## src/hw/aam_pkg.sv

```systemverilog
package aam_pkg;

  // ----------------------------------------------------------------
  // register indices (i2c pointer value, avalon word index)
  // ----------------------------------------------------------------
  localparam logic [2:0] REG_RESULT = 3'h0;
  localparam logic [2:0] REG_STATUS = 3'h1;
  localparam logic [2:0] REG_CONFIG = 3'h2;
  localparam logic [2:0] REG_LOW_LIM = 3'h3;
  localparam logic [2:0] REG_HIGH_LIM = 3'h4;
  localparam logic [2:0] REG_HYST = 3'h5;
  localparam logic [2:0] REG_LOWEST = 3'h6;
  localparam logic [2:0] REG_HIGHEST = 3'h7;
  localparam int AVS_ADDR_W = 6;
  localparam int AVS_IDX_LSB = 2;

  // ----------------------------------------------------------------
  // field positions
  // ----------------------------------------------------------------
  localparam int CFG_CYC_MSB = 7;
  localparam int CFG_CYC_LSB = 5;
  localparam int CFG_HOLD = 4;
  localparam int CFG_FLAG_EN = 3;
  localparam int CFG_PIN_EN = 2;
  localparam int CFG_POLARITY = 0;
  localparam int ST_OVER = 1;
  localparam int ST_UNDER = 0;
  localparam int ST_HS = 4;
  localparam int RES_ALERT = 15;

  // ----------------------------------------------------------------
  // reset values
  // ----------------------------------------------------------------
  localparam logic [7:0] CONFIG_RST = 8'h00;
  localparam logic [11:0] LOW_LIM_RST = 12'h000;
  localparam logic [11:0] HIGH_LIM_RST = 12'hFFF;
  localparam logic [11:0] HYST_RST = 12'h000;
  localparam logic [11:0] LOWEST_RST = 12'hFFF;
  localparam logic [11:0] HIGHEST_RST = 12'h000;
  localparam logic [11:0] RESULT_RST = 12'h000;

  // ----------------------------------------------------------------
  // target addresses and codes
  // ----------------------------------------------------------------
  localparam logic [6:0] ADDR_FLOAT = 7'h50;
  localparam logic [6:0] ADDR_GND = 7'h51;
  localparam logic [6:0] ADDR_SUPPLY = 7'h52;
  localparam logic [6:0] ADDR_FIXED = 7'h54;
  localparam logic [1:0] SEL_FLOAT = 2'h0;
  localparam logic [1:0] SEL_GND = 2'h1;
  localparam logic [1:0] SEL_SUPPLY = 2'h2;
  localparam logic [4:0] HS_CODE_TOP = 5'h01;

  // ----------------------------------------------------------------
  // timing
  // ----------------------------------------------------------------
  localparam int CLOCK_MHZ = 200;
  localparam int AUTO_BASE_US = 5000;
  localparam int AUTO_BASE_CYC = AUTO_BASE_US * CLOCK_MHZ;

  typedef enum logic [2:0] {
    ST_IDLE = 3'b000,
    ST_RX = 3'b001,
    ST_ACK = 3'b011,
    ST_TX = 3'b010,
    ST_RACK = 3'b110
  } aam_state_e;

endpackage

```

## src/hw/aam_monitor.sv

```systemverilog
`timescale 1ns/10ps

// Behaviour
// - the high-speed controller code is never acknowledged
// - repeated start in high-speed mode keeps high-speed mode
// - stop ends high-speed mode; entry must be repeated afterwards
// - select input picks 1010000 float, 1010001 ground, 1010010 supply
// - fixed variant answers only address 1010100
// - each finished conversion is compared to upper and lower limits
// - above upper sets over-range, below lower sets under-range
// - flag-enable makes an alert set the result msb
// - pin-enable makes an alert drive the alert output active
// - polarity bit: clear means active low, set means active high
// - writing one to a flag clears it whatever the hold bit
// - hold clear: over clears below upper minus hysteresis
// - hold clear: under clears above lower plus hysteresis
// - hold set: alerts persist until software writes one
// - a cleared flag sets again if the next result still violates
// - only sampled conversion results are judged
// - nonzero cycle field runs automatic conversions at that rate
// - automatic mode keeps the oscillator on and updates state
// - automatic results update lowest and highest trackers
// - trackers hold until software writes them
// - write carries pointer first; read uses current pointer
// - writing zero to highest tracker clears it
module aam_monitor
#(
  parameter bit HAS_ADDR_PIN = 1'b1,
  parameter int AUTO_BASE = aam_pkg::AUTO_BASE_CYC
)
(
  input wire logic clock,
  input wire logic rst,
  input wire logic [aam_pkg::AVS_ADDR_W-1:0] avs_address,
  input wire logic avs_read,
  input wire logic avs_write,
  input wire logic [31:0] avs_writedata,
  input wire logic [3:0] avs_byteenable,
  output logic [31:0] avs_readdata,
  output logic avs_waitrequest,
  input wire logic scl_in,
  input wire logic sda_in,
  output logic sda_out,
  output logic sda_oe,
  input wire logic [1:0] addr_sel,
  output logic conv_start,
  input wire logic conv_done,
  input wire logic [11:0] conv_data,
  output logic osc_enable,
  output logic alert_out,
  output logic hs_active
);
  import aam_pkg::*;

  // ----------------------------------------------------------------
  // register state
  // ----------------------------------------------------------------
  logic [7:0] config_q;
  logic [11:0] low_lim, high_lim, hyst, lowest, highest, result;
  logic over_q, under_q, hs_mode;
  logic [2:0] pointer;

  function automatic logic [6:0] addr_of(input logic [1:0] code);
    case (code)
      SEL_GND: addr_of = ADDR_GND;
      SEL_SUPPLY: addr_of = ADDR_SUPPLY;
      default: addr_of = ADDR_FLOAT;
    endcase
  endfunction

  function automatic logic one_byte(input logic [2:0] idx);
    one_byte = (idx == REG_STATUS) || (idx == REG_CONFIG);
  endfunction

  wire logic alert_any = over_q | under_q;
  wire logic flag_en = config_q[CFG_FLAG_EN];
  wire logic [2:0] cyc = config_q[CFG_CYC_MSB:CFG_CYC_LSB];
  wire logic auto_mode = (cyc != 3'h0);

  function automatic logic [15:0] reg_value(input logic [2:0] idx);
    case (idx)
      REG_RESULT: reg_value = {flag_en & alert_any, 3'h0, result};
      REG_STATUS: reg_value = {8'h00, 3'h0, hs_mode, 2'h0, over_q, under_q};
      REG_CONFIG: reg_value = {8'h00, config_q};
      REG_LOW_LIM: reg_value = {4'h0, low_lim};
      REG_HIGH_LIM: reg_value = {4'h0, high_lim};
      REG_HYST: reg_value = {4'h0, hyst};
      REG_LOWEST: reg_value = {4'h0, lowest};
      default: reg_value = {4'h0, highest};
    endcase
  endfunction

  // ----------------------------------------------------------------
  // pin synchronisers and bus events
  // ----------------------------------------------------------------
  logic scl_m, scl_s, scl_q, sda_m, sda_s, sda_q;
  logic [1:0] sel_m, sel_s;
  logic strap_done;
  logic [6:0] my_addr;

  always_ff @(posedge clock)
  begin
    scl_m <= scl_in;
    scl_s <= scl_m;
    scl_q <= scl_s;
    sda_m <= sda_in;
    sda_s <= sda_m;
    sda_q <= sda_s;
    sel_m <= addr_sel;
    sel_s <= sel_m;
  end

  // strap is caught once after release, not by the reset itself
  always_ff @(posedge clock)
  begin
    if (rst)
    begin
      strap_done <= 1'b0;
      my_addr <= ADDR_FIXED;
    end
    else if (!strap_done)
    begin
      strap_done <= 1'b1;
      my_addr <= HAS_ADDR_PIN ? addr_of(sel_s) : ADDR_FIXED;
    end
  end

  wire logic scl_rise = scl_s & ~scl_q;
  wire logic scl_fall = ~scl_s & scl_q;
  wire logic start_det = scl_s & scl_q & sda_q & ~sda_s;
  wire logic stop_det = scl_s & scl_q & ~sda_q & sda_s;

  // ----------------------------------------------------------------
  // i2c target
  // ----------------------------------------------------------------
  aam_state_e state;
  logic [3:0] bit_cnt;
  logic [7:0] shreg, tx_sh, hi_byte;
  logic [1:0] byte_cnt;
  logic rw, tx_upper, mack, drv_low;
  logic [15:0] rd_word;
  logic i2c_wr_stb, rd_trig;
  logic [2:0] i2c_wr_idx;
  logic [15:0] i2c_wr_data;

  wire logic byte_end = (state == ST_RX) && scl_fall && (bit_cnt == 4'h8);
  wire logic is_hs_code = (shreg[7:3] == HS_CODE_TOP);
  wire logic addr_hit = (shreg[7:1] == my_addr);
  logic [15:0] ptr_value;

  // procedural call: follows every register the function reads, not only its argument
  always_comb
  begin
    ptr_value = reg_value(pointer);
  end

  always_ff @(posedge clock)
  begin
    if (rst)
    begin
      state <= ST_IDLE;
      bit_cnt <= 4'h0;
      shreg <= 8'h00;
      tx_sh <= 8'h00;
      hi_byte <= 8'h00;
      byte_cnt <= 2'h0;
      rw <= 1'b0;
      tx_upper <= 1'b1;
      mack <= 1'b0;
      drv_low <= 1'b0;
      rd_word <= 16'h0000;
      hs_mode <= 1'b0;
      pointer <= REG_RESULT;
      i2c_wr_stb <= 1'b0;
      i2c_wr_idx <= REG_RESULT;
      i2c_wr_data <= 16'h0000;
      rd_trig <= 1'b0;
    end
    else
    begin
      i2c_wr_stb <= 1'b0;
      rd_trig <= 1'b0;
      if (stop_det)
      begin
        state <= ST_IDLE;
        hs_mode <= 1'b0;
        drv_low <= 1'b0;
      end
      else if (start_det)
      begin
        // repeated start leaves hs_mode alone
        state <= ST_RX;
        bit_cnt <= 4'h0;
        byte_cnt <= 2'h0;
        drv_low <= 1'b0;
      end
      else
      begin
        case (state)
          ST_RX:
          begin
            if (scl_rise && bit_cnt != 4'h8)
            begin
              shreg <= {shreg[6:0], sda_s};
              bit_cnt <= bit_cnt + 4'h1;
            end
            else if (byte_end)
            begin
              if (byte_cnt == 2'h0)
              begin
                if (is_hs_code)
                begin
                  hs_mode <= 1'b1;
                  state <= ST_IDLE;
                end
                else if (addr_hit)
                begin
                  rw <= shreg[0];
                  drv_low <= 1'b1;
                  state <= ST_ACK;
                  byte_cnt <= 2'h1;
                  tx_upper <= 1'b1;
                  rd_trig <= shreg[0] && (pointer == REG_RESULT);
                end
                else
                begin
                  state <= ST_IDLE;
                end
              end
              else
              begin
                drv_low <= 1'b1;
                state <= ST_ACK;
                if (byte_cnt == 2'h1)
                begin
                  pointer <= shreg[2:0];
                  byte_cnt <= 2'h2;
                end
                else if (byte_cnt == 2'h2 && one_byte(pointer))
                begin
                  i2c_wr_stb <= 1'b1;
                  i2c_wr_idx <= pointer;
                  i2c_wr_data <= {8'h00, shreg};
                end
                else if (byte_cnt == 2'h2)
                begin
                  hi_byte <= shreg;
                  byte_cnt <= 2'h3;
                end
                else
                begin
                  i2c_wr_stb <= 1'b1;
                  i2c_wr_idx <= pointer;
                  i2c_wr_data <= {hi_byte, shreg};
                  byte_cnt <= 2'h2;
                end
              end
            end
          end
          ST_ACK:
          begin
            if (scl_fall)
            begin
              bit_cnt <= rw ? 4'h1 : 4'h0;
              state <= rw ? ST_TX : ST_RX;
              if (rw)
              begin
                // quiet reads only stretch the wait before this byte
                rd_word <= ptr_value;
                tx_sh <= {ptr_value[14:8], 1'b0};
                drv_low <= ~(one_byte(pointer) ? ptr_value[7] : ptr_value[15]);
                if (one_byte(pointer))
                begin
                  tx_sh <= {ptr_value[6:0], 1'b0};
                end
              end
              else
              begin
                drv_low <= 1'b0;
              end
            end
          end
          ST_TX:
          begin
            if (scl_fall && bit_cnt == 4'h8)
            begin
              drv_low <= 1'b0;
              state <= ST_RACK;
              tx_upper <= ~tx_upper | one_byte(pointer);
            end
            else if (scl_fall)
            begin
              drv_low <= ~tx_sh[7];
              tx_sh <= {tx_sh[6:0], 1'b0};
              bit_cnt <= bit_cnt + 4'h1;
            end
          end
          ST_RACK:
          begin
            if (scl_rise)
            begin
              mack <= ~sda_s;
            end
            else if (scl_fall && !mack)
            begin
              state <= ST_IDLE;
            end
            else if (scl_fall)
            begin
              state <= ST_TX;
              bit_cnt <= 4'h1;
              if (tx_upper)
              begin
                rd_word <= ptr_value;
                drv_low <= ~(one_byte(pointer) ? ptr_value[7] : ptr_value[15]);
                tx_sh <= one_byte(pointer) ? {ptr_value[6:0], 1'b0}
                                           : {ptr_value[14:8], 1'b0};
              end
              else
              begin
                drv_low <= ~rd_word[7];
                tx_sh <= {rd_word[6:0], 1'b0};
              end
            end
          end
          default:
          begin
            drv_low <= 1'b0;
          end
        endcase
      end
    end
  end

  assign sda_out = 1'b0;
  assign sda_oe = drv_low;
  assign hs_active = hs_mode;

  // ----------------------------------------------------------------
  // avalon slave and shared write port
  // ----------------------------------------------------------------
  logic bus_ack;
  wire logic [2:0] bus_idx = avs_address[AVS_IDX_LSB+2:AVS_IDX_LSB];
  wire logic bus_mapped = (avs_address[AVS_ADDR_W-1] == 1'b0);
  wire logic bus_req = avs_read | avs_write;
  // an i2c commit owns the write port, so the bus waits one more cycle
  assign avs_waitrequest = bus_req & (~bus_ack | i2c_wr_stb);
  wire logic bus_wr = avs_write & ~avs_waitrequest & bus_mapped;
  logic [15:0] bus_cur;

  always_comb
  begin
    bus_cur = (bus_idx == REG_STATUS) ? 16'h0000 : reg_value(bus_idx);
  end
  wire logic [15:0] bus_wdata = {avs_byteenable[1] ? avs_writedata[15:8] : bus_cur[15:8],
                                 avs_byteenable[0] ? avs_writedata[7:0] : bus_cur[7:0]};
  wire logic wr_stb = i2c_wr_stb | bus_wr;
  wire logic [2:0] wr_idx = i2c_wr_stb ? i2c_wr_idx : bus_idx;
  wire logic [15:0] wr_data = i2c_wr_stb ? i2c_wr_data : bus_wdata;

  always_ff @(posedge clock)
  begin
    if (rst)
    begin
      bus_ack <= 1'b0;
      avs_readdata <= 32'h00000000;
    end
    else
    begin
      bus_ack <= avs_waitrequest;
      if (bus_req && !bus_ack)
      begin
        avs_readdata <= bus_mapped ? {16'h0000, reg_value(bus_idx)} : 32'h00000000;
      end
    end
  end

  // ----------------------------------------------------------------
  // conversion timing
  // ----------------------------------------------------------------
  logic [31:0] auto_cnt;
  wire logic [31:0] auto_period = 32'(AUTO_BASE) << (cyc - 3'h1);
  wire logic auto_tick = auto_mode && (auto_cnt >= auto_period - 32'h1);

  always_ff @(posedge clock)
  begin
    if (rst || !auto_mode)
    begin
      auto_cnt <= 32'h0;
    end
    else
    begin
      auto_cnt <= auto_tick ? 32'h0 : auto_cnt + 32'h1;
    end
  end

  always_ff @(posedge clock)
  begin
    if (rst)
    begin
      conv_start <= 1'b0;
    end
    else
    begin
      conv_start <= auto_tick | (rd_trig & ~auto_mode);
    end
  end

  assign osc_enable = auto_mode;

  // ----------------------------------------------------------------
  // limits, alert flags and trackers
  // ----------------------------------------------------------------
  wire logic hold = config_q[CFG_HOLD];
  wire logic over_set = conv_done && (conv_data > high_lim);
  wire logic under_set = conv_done && (conv_data < low_lim);
  wire logic over_fall = conv_done && !hold &&
                         ({1'b0, conv_data} + {1'b0, hyst} < {1'b0, high_lim});
  wire logic under_rise = conv_done && !hold &&
                          ({1'b0, conv_data} > {1'b0, low_lim} + {1'b0, hyst});
  wire logic st_wr = wr_stb && (wr_idx == REG_STATUS);
  // a violation in the clearing cycle wins, so no event is lost
  wire logic next_over = over_set | (over_q & ~over_fall & ~(st_wr & wr_data[ST_OVER]));
  wire logic next_under = under_set | (under_q & ~under_rise & ~(st_wr & wr_data[ST_UNDER]));
  wire logic pin_act = config_q[CFG_PIN_EN] & alert_any;

  always_ff @(posedge clock)
  begin
    if (rst)
    begin
      over_q <= 1'b0;
      under_q <= 1'b0;
      alert_out <= 1'b1;
    end
    else
    begin
      over_q <= next_over;
      under_q <= next_under;
      alert_out <= config_q[CFG_POLARITY] ? pin_act : ~pin_act;
    end
  end

  always_ff @(posedge clock)
  begin
    if (rst)
    begin
      config_q <= CONFIG_RST;
      low_lim <= LOW_LIM_RST;
      high_lim <= HIGH_LIM_RST;
      hyst <= HYST_RST;
      result <= RESULT_RST;
    end
    else
    begin
      if (conv_done)
      begin
        result <= conv_data;
      end
      if (wr_stb)
      begin
        case (wr_idx)
          REG_CONFIG: config_q <= wr_data[7:0];
          REG_LOW_LIM: low_lim <= wr_data[11:0];
          REG_HIGH_LIM: high_lim <= wr_data[11:0];
          REG_HYST: hyst <= wr_data[11:0];
          default: ;
        endcase
      end
    end
  end

  // software writes win over a same-cycle tracker update
  always_ff @(posedge clock)
  begin
    if (rst)
    begin
      lowest <= LOWEST_RST;
      highest <= HIGHEST_RST;
    end
    else
    begin
      if (wr_stb && wr_idx == REG_LOWEST)
        lowest <= wr_data[11:0];
      else if (auto_mode && conv_done && conv_data < lowest)
        lowest <= conv_data;
      if (wr_stb && wr_idx == REG_HIGHEST)
        highest <= wr_data[11:0];
      else if (auto_mode && conv_done && conv_data > highest)
        highest <= conv_data;
    end
  end
endmodule // aam_monitor

```

## config.mk

```make
export PLATFORM = sky130hd
export DESIGN_NAME = aam_monitor
export DESIGN_NICKNAME = d
export VERILOG_FILES = /design/src/hw/aam_pkg.sv /design/src/hw/aam_monitor.sv
export SDC_FILE = /design/constraint.sdc
export NUM_CORES = 1
export LEC_CHECK = 0
export BUFFER_PORTS_ARGS = -buffer_cell sky130_fd_sc_hd__buf_2
export CELL_PAD_IN_SITES_DETAIL_PLACEMENT = 1
export CELL_PAD_IN_SITES_GLOBAL_PLACEMENT = 1
export CORE_MARGIN = 5
export CORE_UTILIZATION = 45
export CTS_CLUSTER_DIAMETER = 40
export DETAILED_ROUTE_END_ITERATION = 10
export GPL_TIMING_DRIVEN = 0
export PLACE_DENSITY = 0.91
export SYNTH_ARGS = -nofsm -noshare
export SYNTH_HDL_FRONTEND = slang
export SYNTH_SLANG_ARGS = --single-unit
```

## constraint.sdc

```tcl
create_clock -name clock -period 7.8 [get_ports clock]
set_clock_uncertainty 0.05 [all_clocks]
set_input_delay 1.17 -clock clock [delete_from_list [all_inputs] [get_ports clock]]
set_output_delay 1.17 -clock clock [all_outputs]
set_load 0.03 [all_outputs]
```

## After elaboration in Yosys (flattened, before gate mapping)

Cells that the tools add are included.

| word-level totals | value |
|---|---|
| register bits after elaboration | 229 |
| bits in latches | 0 |
| bits in writable memories | 0 |
| ROM bits | 0 |
| bits of input ports | 63 |
| output and inout port bits | 39 |
| logic and storage cells | 330 |
| memories kept | 0 |

| operators by class | value |
|---|---|
| $add $sub $neg | 6 |
| multipliers | 0 |
| div/mod/pow operators | 0 |
| $lt $le $gt $ge | 7 |
| equality and inequality tests | 65 |
| shifts and indexed selects | 1 |
| muxes and demuxes | 92 |
| bitwise operators | 54 |
| reductions and logical operators | 63 |

Operators by type and width:

| cell | number |
|---|---|
| $pmux 16 s7 | 2 |
| $mux 8 | 16 |
| $mux 12 | 8 |
| $pmux 12 s6 | 1 |
| $ne 3x3->1 const B | 15 |
| $reduce_and 9->1 | 5 |
| $mux 4 | 9 |
| $eq 3x3->1 const B | 11 |
| $mux 3 | 11 |
| $add 32x1->32 const B | 1 |
| $ge 32x32->1 | 1 |
| $shl 20x3->32 const A | 1 |
| $sub 32x1->32 const B | 1 |
| $ne 2x2->1 const B | 14 |
| $reduce_and 7->1 | 4 |
| $not 1->1 | 27 |
| $add 12x12->13 | 2 |
| $mux 1 | 25 |
| $eq 3x2->1 const B | 8 |
| $gt 12x12->1 | 2 |
| $lt 12x12->1 | 2 |
| $mux 2 | 12 |
| $pmux 8 s3 | 1 |
| $logic_and 1x1->1 | 20 |
| 39 further kinds | 89 |

## Longest topological paths before layout

| logic depth | value |
|---|---|
| word-level depth | 12 |
| depth in mapped cells | 23 |
| gate-level depth less buffers | 18 |

## Worst setup path before layout

Ideal clock, no wire load.

| timing path | value |
|---|---|
| path type | register to register |
| start | reg config_q[5] |
| end | reg auto_cnt[15] |
| setup time | 0.064 ns |
| arrival time | 4.436 ns |
| data required time | 7.686 ns |
| path slack | 3.249 ns |
| stages on the path, launching flop included | 24 |
| buffers on the path | 5 |
| period minus slack after synthesis | 4.551 ns |
| cells stage by stage | dfxtp_1 > clkbuf_1 > inv_1 > ha_1 > clkbuf_1 > nor2b_1 > nor2_1 > clkbuf_1 > nand2_1 > ha_1 > nand4b_1 > a21oi_1 > o21ai_0 > nor2_1 > xor2_1 > ha_1 > a2111oi_2 > o221ai_1 > o211ai_1 > a31oi_1 > or3_1 > buf_2 > buf_6 > nor2_1 |

| on the way | value |
|---|---|
| word-level cells in the longest chain between the ends | 6 |
| elaborated cells on any way between the ends | 9 |
| those cells by class | add/sub (2); order compare (1); shift (1); reduce/logical (5) |

Ends and longest elaborated chain:

| item | RTL line | text |
|---|---|---|
| from (decl) | aam_monitor.sv:58 | `logic [7:0] config_q;` |
| from (signal assigned) | aam_monitor.sv:462 | `REG_CONFIG: config_q <= wr_data[7:0];` |
| $sub 3x1->3 | aam_monitor.sv:382 | `wire logic [31:0] auto_period = 32'(AUTO_BASE) << (cyc - 3'h1);` |
| $shl 20x3->32 | aam_monitor.sv:382 |  |
| $sub 32x1->32 | aam_monitor.sv:383 | `wire logic auto_tick = auto_mode && (auto_cnt >= auto_period - 32'h1);` |
| $ge 32x32->1 | aam_monitor.sv:383 |  |
| $logic_and 1x1->1 | aam_monitor.sv:383 |  |
| $reduce_or 2->1 (no line) (*) | - |  |
| to (signal assigned) | aam_monitor.sv:393 | `auto_cnt <= auto_tick ? 32'h0 : auto_cnt + 32'h1;` |
| to (decl) | aam_monitor.sv:381 | `logic [31:0] auto_cnt;` |

Every way passes the cells marked *; elsewhere a longest branch is shown, timed or not.
A chain may end at the register's enable or synchronous reset.

## Worst setup path in the final report

| timing path | value |
|---|---|
| start | reg config_q[5] |
| end | reg auto_cnt[27] |

The elaborated chain is that of the path after synthesis.

==> out/metrics.yaml <==
drt:
  num_vias: 14895
  wl_um: 62200
  ant_nets: 0
  initialDrtViolationCount: 1193
  first_pass_iters: 6
  avgRoutedWirePerCell_um: 27.2
  vias_per_cell: 6.52
  drc_errors: 0
power_and_ir_drop:
  ir_drop_uv: 170
  seqPwrFrac: 0.351
  p_comb_frac: 0.108
  power.internal_mw: 2.24
  power.share.clock: 0.541
  power.density_nw_per_um2: 188
  swShare: 0.276
  power.net_switching_uw: 856
  leakage_nw: 6.74
logic_synthesis:
  synth_top_family_by_area: "compound AO/OA/AOI/OAI gates"
  synthFlopType: "dfxtp_1"
  syn-mean-instance-area_um2: 8.22
  yosys.area.top_type: "dfxtp_1"
  yosys_warnings: 0
  ys_ff_latch: 205
  yosys-mux-area-fraction: 0.0699
  synth-xor-area-share: 0.0342
  synthTopCellsByCount: "nor2_1 (221), dfxtp_1 (205), nand2_1 (133)"
  synth_compound_area_frac: 0.231
  synthCells: 1745
  synthAdderAreaFrac: 0.115
  synth-edff-count: 0
  async_flop_share: 0
  seq_area_frac_synth: 0.286
  yosys.area_share.simple: 0.194
  synth_area_leaders: "dfxtp_1 (29%), ha_1 (11%), nor2_1 (5.8%), mux2i_1 (4.6%), a21oi_1 (4.0%)"
  syn_area_um2: 14300
  synth_top_cell_area_share: 0.286
  yosysMostFrequentCell: "nor2_1"
  synth_cell_types: 94
outcome:
  status: "finished, final reports clean"
timing:
  tightest_slew_ns: 1.21
  clock.fmax_ghz: 0.176
  slew_viol_final: 0
  hold_viol_final: 0
  fin_setup_tns_ns: 0
  hold_slack_ns: 0.277
  setup_violations: 0
  slew_headroom: 0.193
  finalCritPeriodShare: 0.726
  rsz0062_at_grt: "no"
  period_minus_slack_ns: 5.67
flow_run:
  drv_cap: 0
grt:
  use_met2: 0.566
  grt_usage: 0.337
  grt_use_met1: 0.401
  grt_max_degree: 12
  grt_pass1_wl_um: 93600
  overflow: 0
  busiest_layer: "met2"
  antenna_found_initial: 1
  grt_pass1_vias: 15480
  grt.met3_usage: 0.0685
placement:
  post_dp_cell_area_um2: 15200
  gp_congestion: 1.07
  hpwl_um: 46300
  port_buffers: 53
worst_setup_path:
  crit_buf_inv: 6
  crit_family: "buffers and inverters"
  critPathKind: "reg2reg"
  critPathCaptureType: "flip-flop"
  worstPathCellList: "clkbuf_1, inv_1, ha_1, clkbuf_1, nor2b_1, nor2_1, clkbuf_1, nand2_1, ha_1, nand4b_1, a21oi_1, o21ai_0, nor2_1, xor2_1, ha_1, a2111oi_2, o221ai_1, o211ai_1, a31oi_1, or3_1, buf_2, buf_6, nor2_1"
  worstPathMaxFanout: 10
  cpPeakStageDelay_ns: 0.44
  critPathRequiredTime_ns: 8.21
  crit_arrival_ns: 6.07
  start_kind: "flip-flop"
  worst_path_max_delay_cell: "clkbuf_1"
clock_network:
  cts_resized: 0
  cts_tree: "done"
  clkTransAtPathRegs_ns: 0.05
  cts-root-to-sink-buffers: 3
  insertion_delay_ns: 0.54
  cts_hold_buf: 0
  cts.sinks: 205
  clk_root_buffer_cell: "clkbuf_16"
  post-cts-setup-buffers: 0
  cts_made_buffers: 37
  htreeDepth: 2
layout:
  utilization: 0.523
  area_growth_pct: 14.8
  fillers: 3812
  final_area_um2: 16500
  drive_gt1_frac: 0.134
  antenna_cells: 0
  fin_nets: 2052
die:
  die_w_um: 189
  die_y_um: 189
  coreArea_um2: 31500
  dieArea_um2: 35500
  rows: 65
  start_util: 0.456
  num_io_pins: 102
worst_hold_path:
  hp-class: "reg2reg"
[final cells by class]
cell class / instances / area [µm²] / area share
Clock inverter: 23 / 295 / 0.0179
Multi-Input combinational cell: 1352 / 9330 / 0.567
Timing Repair Buffer: 53 / 265 / 0.0161
Sequential cell: 205 / 4100 / 0.249
Buffer: 116 / 642 / 0.0390
Inverter: 93 / 349 / 0.0212
Tap cell: 402 / 503 / 0.0306
Clock buffer: 42 / 975 / 0.0592
[metal layers]
metal	part of all wire	vias to the layer above	routed length, µm
met2	0.46	718	28800
met4	0.069	2	4280
li1	-	6585	-
met1	0.38	7331	24000
met3	0.083	259	5160
met5	0.00013	-	8
[worst register-to-register path, delay by kind of cell (launching register included)]
kind	cells	cell delay (ns)
xor gates and xnor gates	1	0.17
DFF	1	0.40
buffers and inverters	6	1.60
adders and majority gates	3	0.70
and+or+nand+nor	7	1.50
AOI/OAI and AO/OA	6	1.18
[logic make-up after synthesis]
group,Yosys count
and+or+nand+nor,585
AOI/OAI and AO/OA,467
buffers and inverters,209
DFF,205
adders and majority gates,131
muxes,90
xor gates and xnor gates,56
other,2
[through the flow]
| step | total power, mW | cells | setup WS (ns) |
|---|---|---|---|
| after floorplan | 1.30 | 1766 | 3.25 |
| after global placement | 1.42 | 2221 | 2.49 |
| after detailed placement | 1.43 | 2221 | 2.28 |
| after CTS | 3.09 | 2286 | 2.20 |
| after global routing | 3.17 | 2286 | 1.64 |
| final | 3.10 | 2286 | 2.13 |
[power by group through the flow]
stage               Sequential (mW)  Clock, mW  Combinational [mW]
floorplan                      1.10          0               0.196
global placement               1.10          0               0.311
detailed placement             1.11          0               0.322
CTS                            1.08       1.68               0.325
global route                   1.09       1.73               0.352
finish                         1.09       1.68               0.336
[path summary, 6_finish.rpt]
check	startpoint	endpoint	cells past startpoint	slack, ns
min reg2reg	scl_m	scl_s	0	0.28
max reg2reg	config_q[5]	auto_cnt[27]	23	2.13
min	scl_m	scl_s	0	0.28
max	config_q[5]	auto_cnt[27]	23	2.13
[cells in the final DEF (no fill, tap or decap), types with 24 or more instances in the layout]
cell type  instances
a211oi_1          35
a21oi_1          115
buf_2             87
buf_4             25
clkbuf_1          40
clkbuf_16         37
dfxtp_1          205
ha_1             129
inv_1             91
mux2i_1           66
nand2_1          133
nand3_1           39
nand4_1           24
nor2_1           221
nor3_1            41
o21ai_0           77
xnor2_1           34
[sequential cells by signal, summed over array words and instances (netlist names), 12 cells and up]
| register | cells |
|---|---|
| auto_cnt | 32 |
| avs_readdata | 13 |
| high_lim | 12 |
| highest | 12 |
| hyst | 12 |
| i2c_wr_data | 12 |
| low_lim | 12 |
| lowest | 12 |
| result | 12 |
No activity file was read; power rests on OpenSTA's default activity.
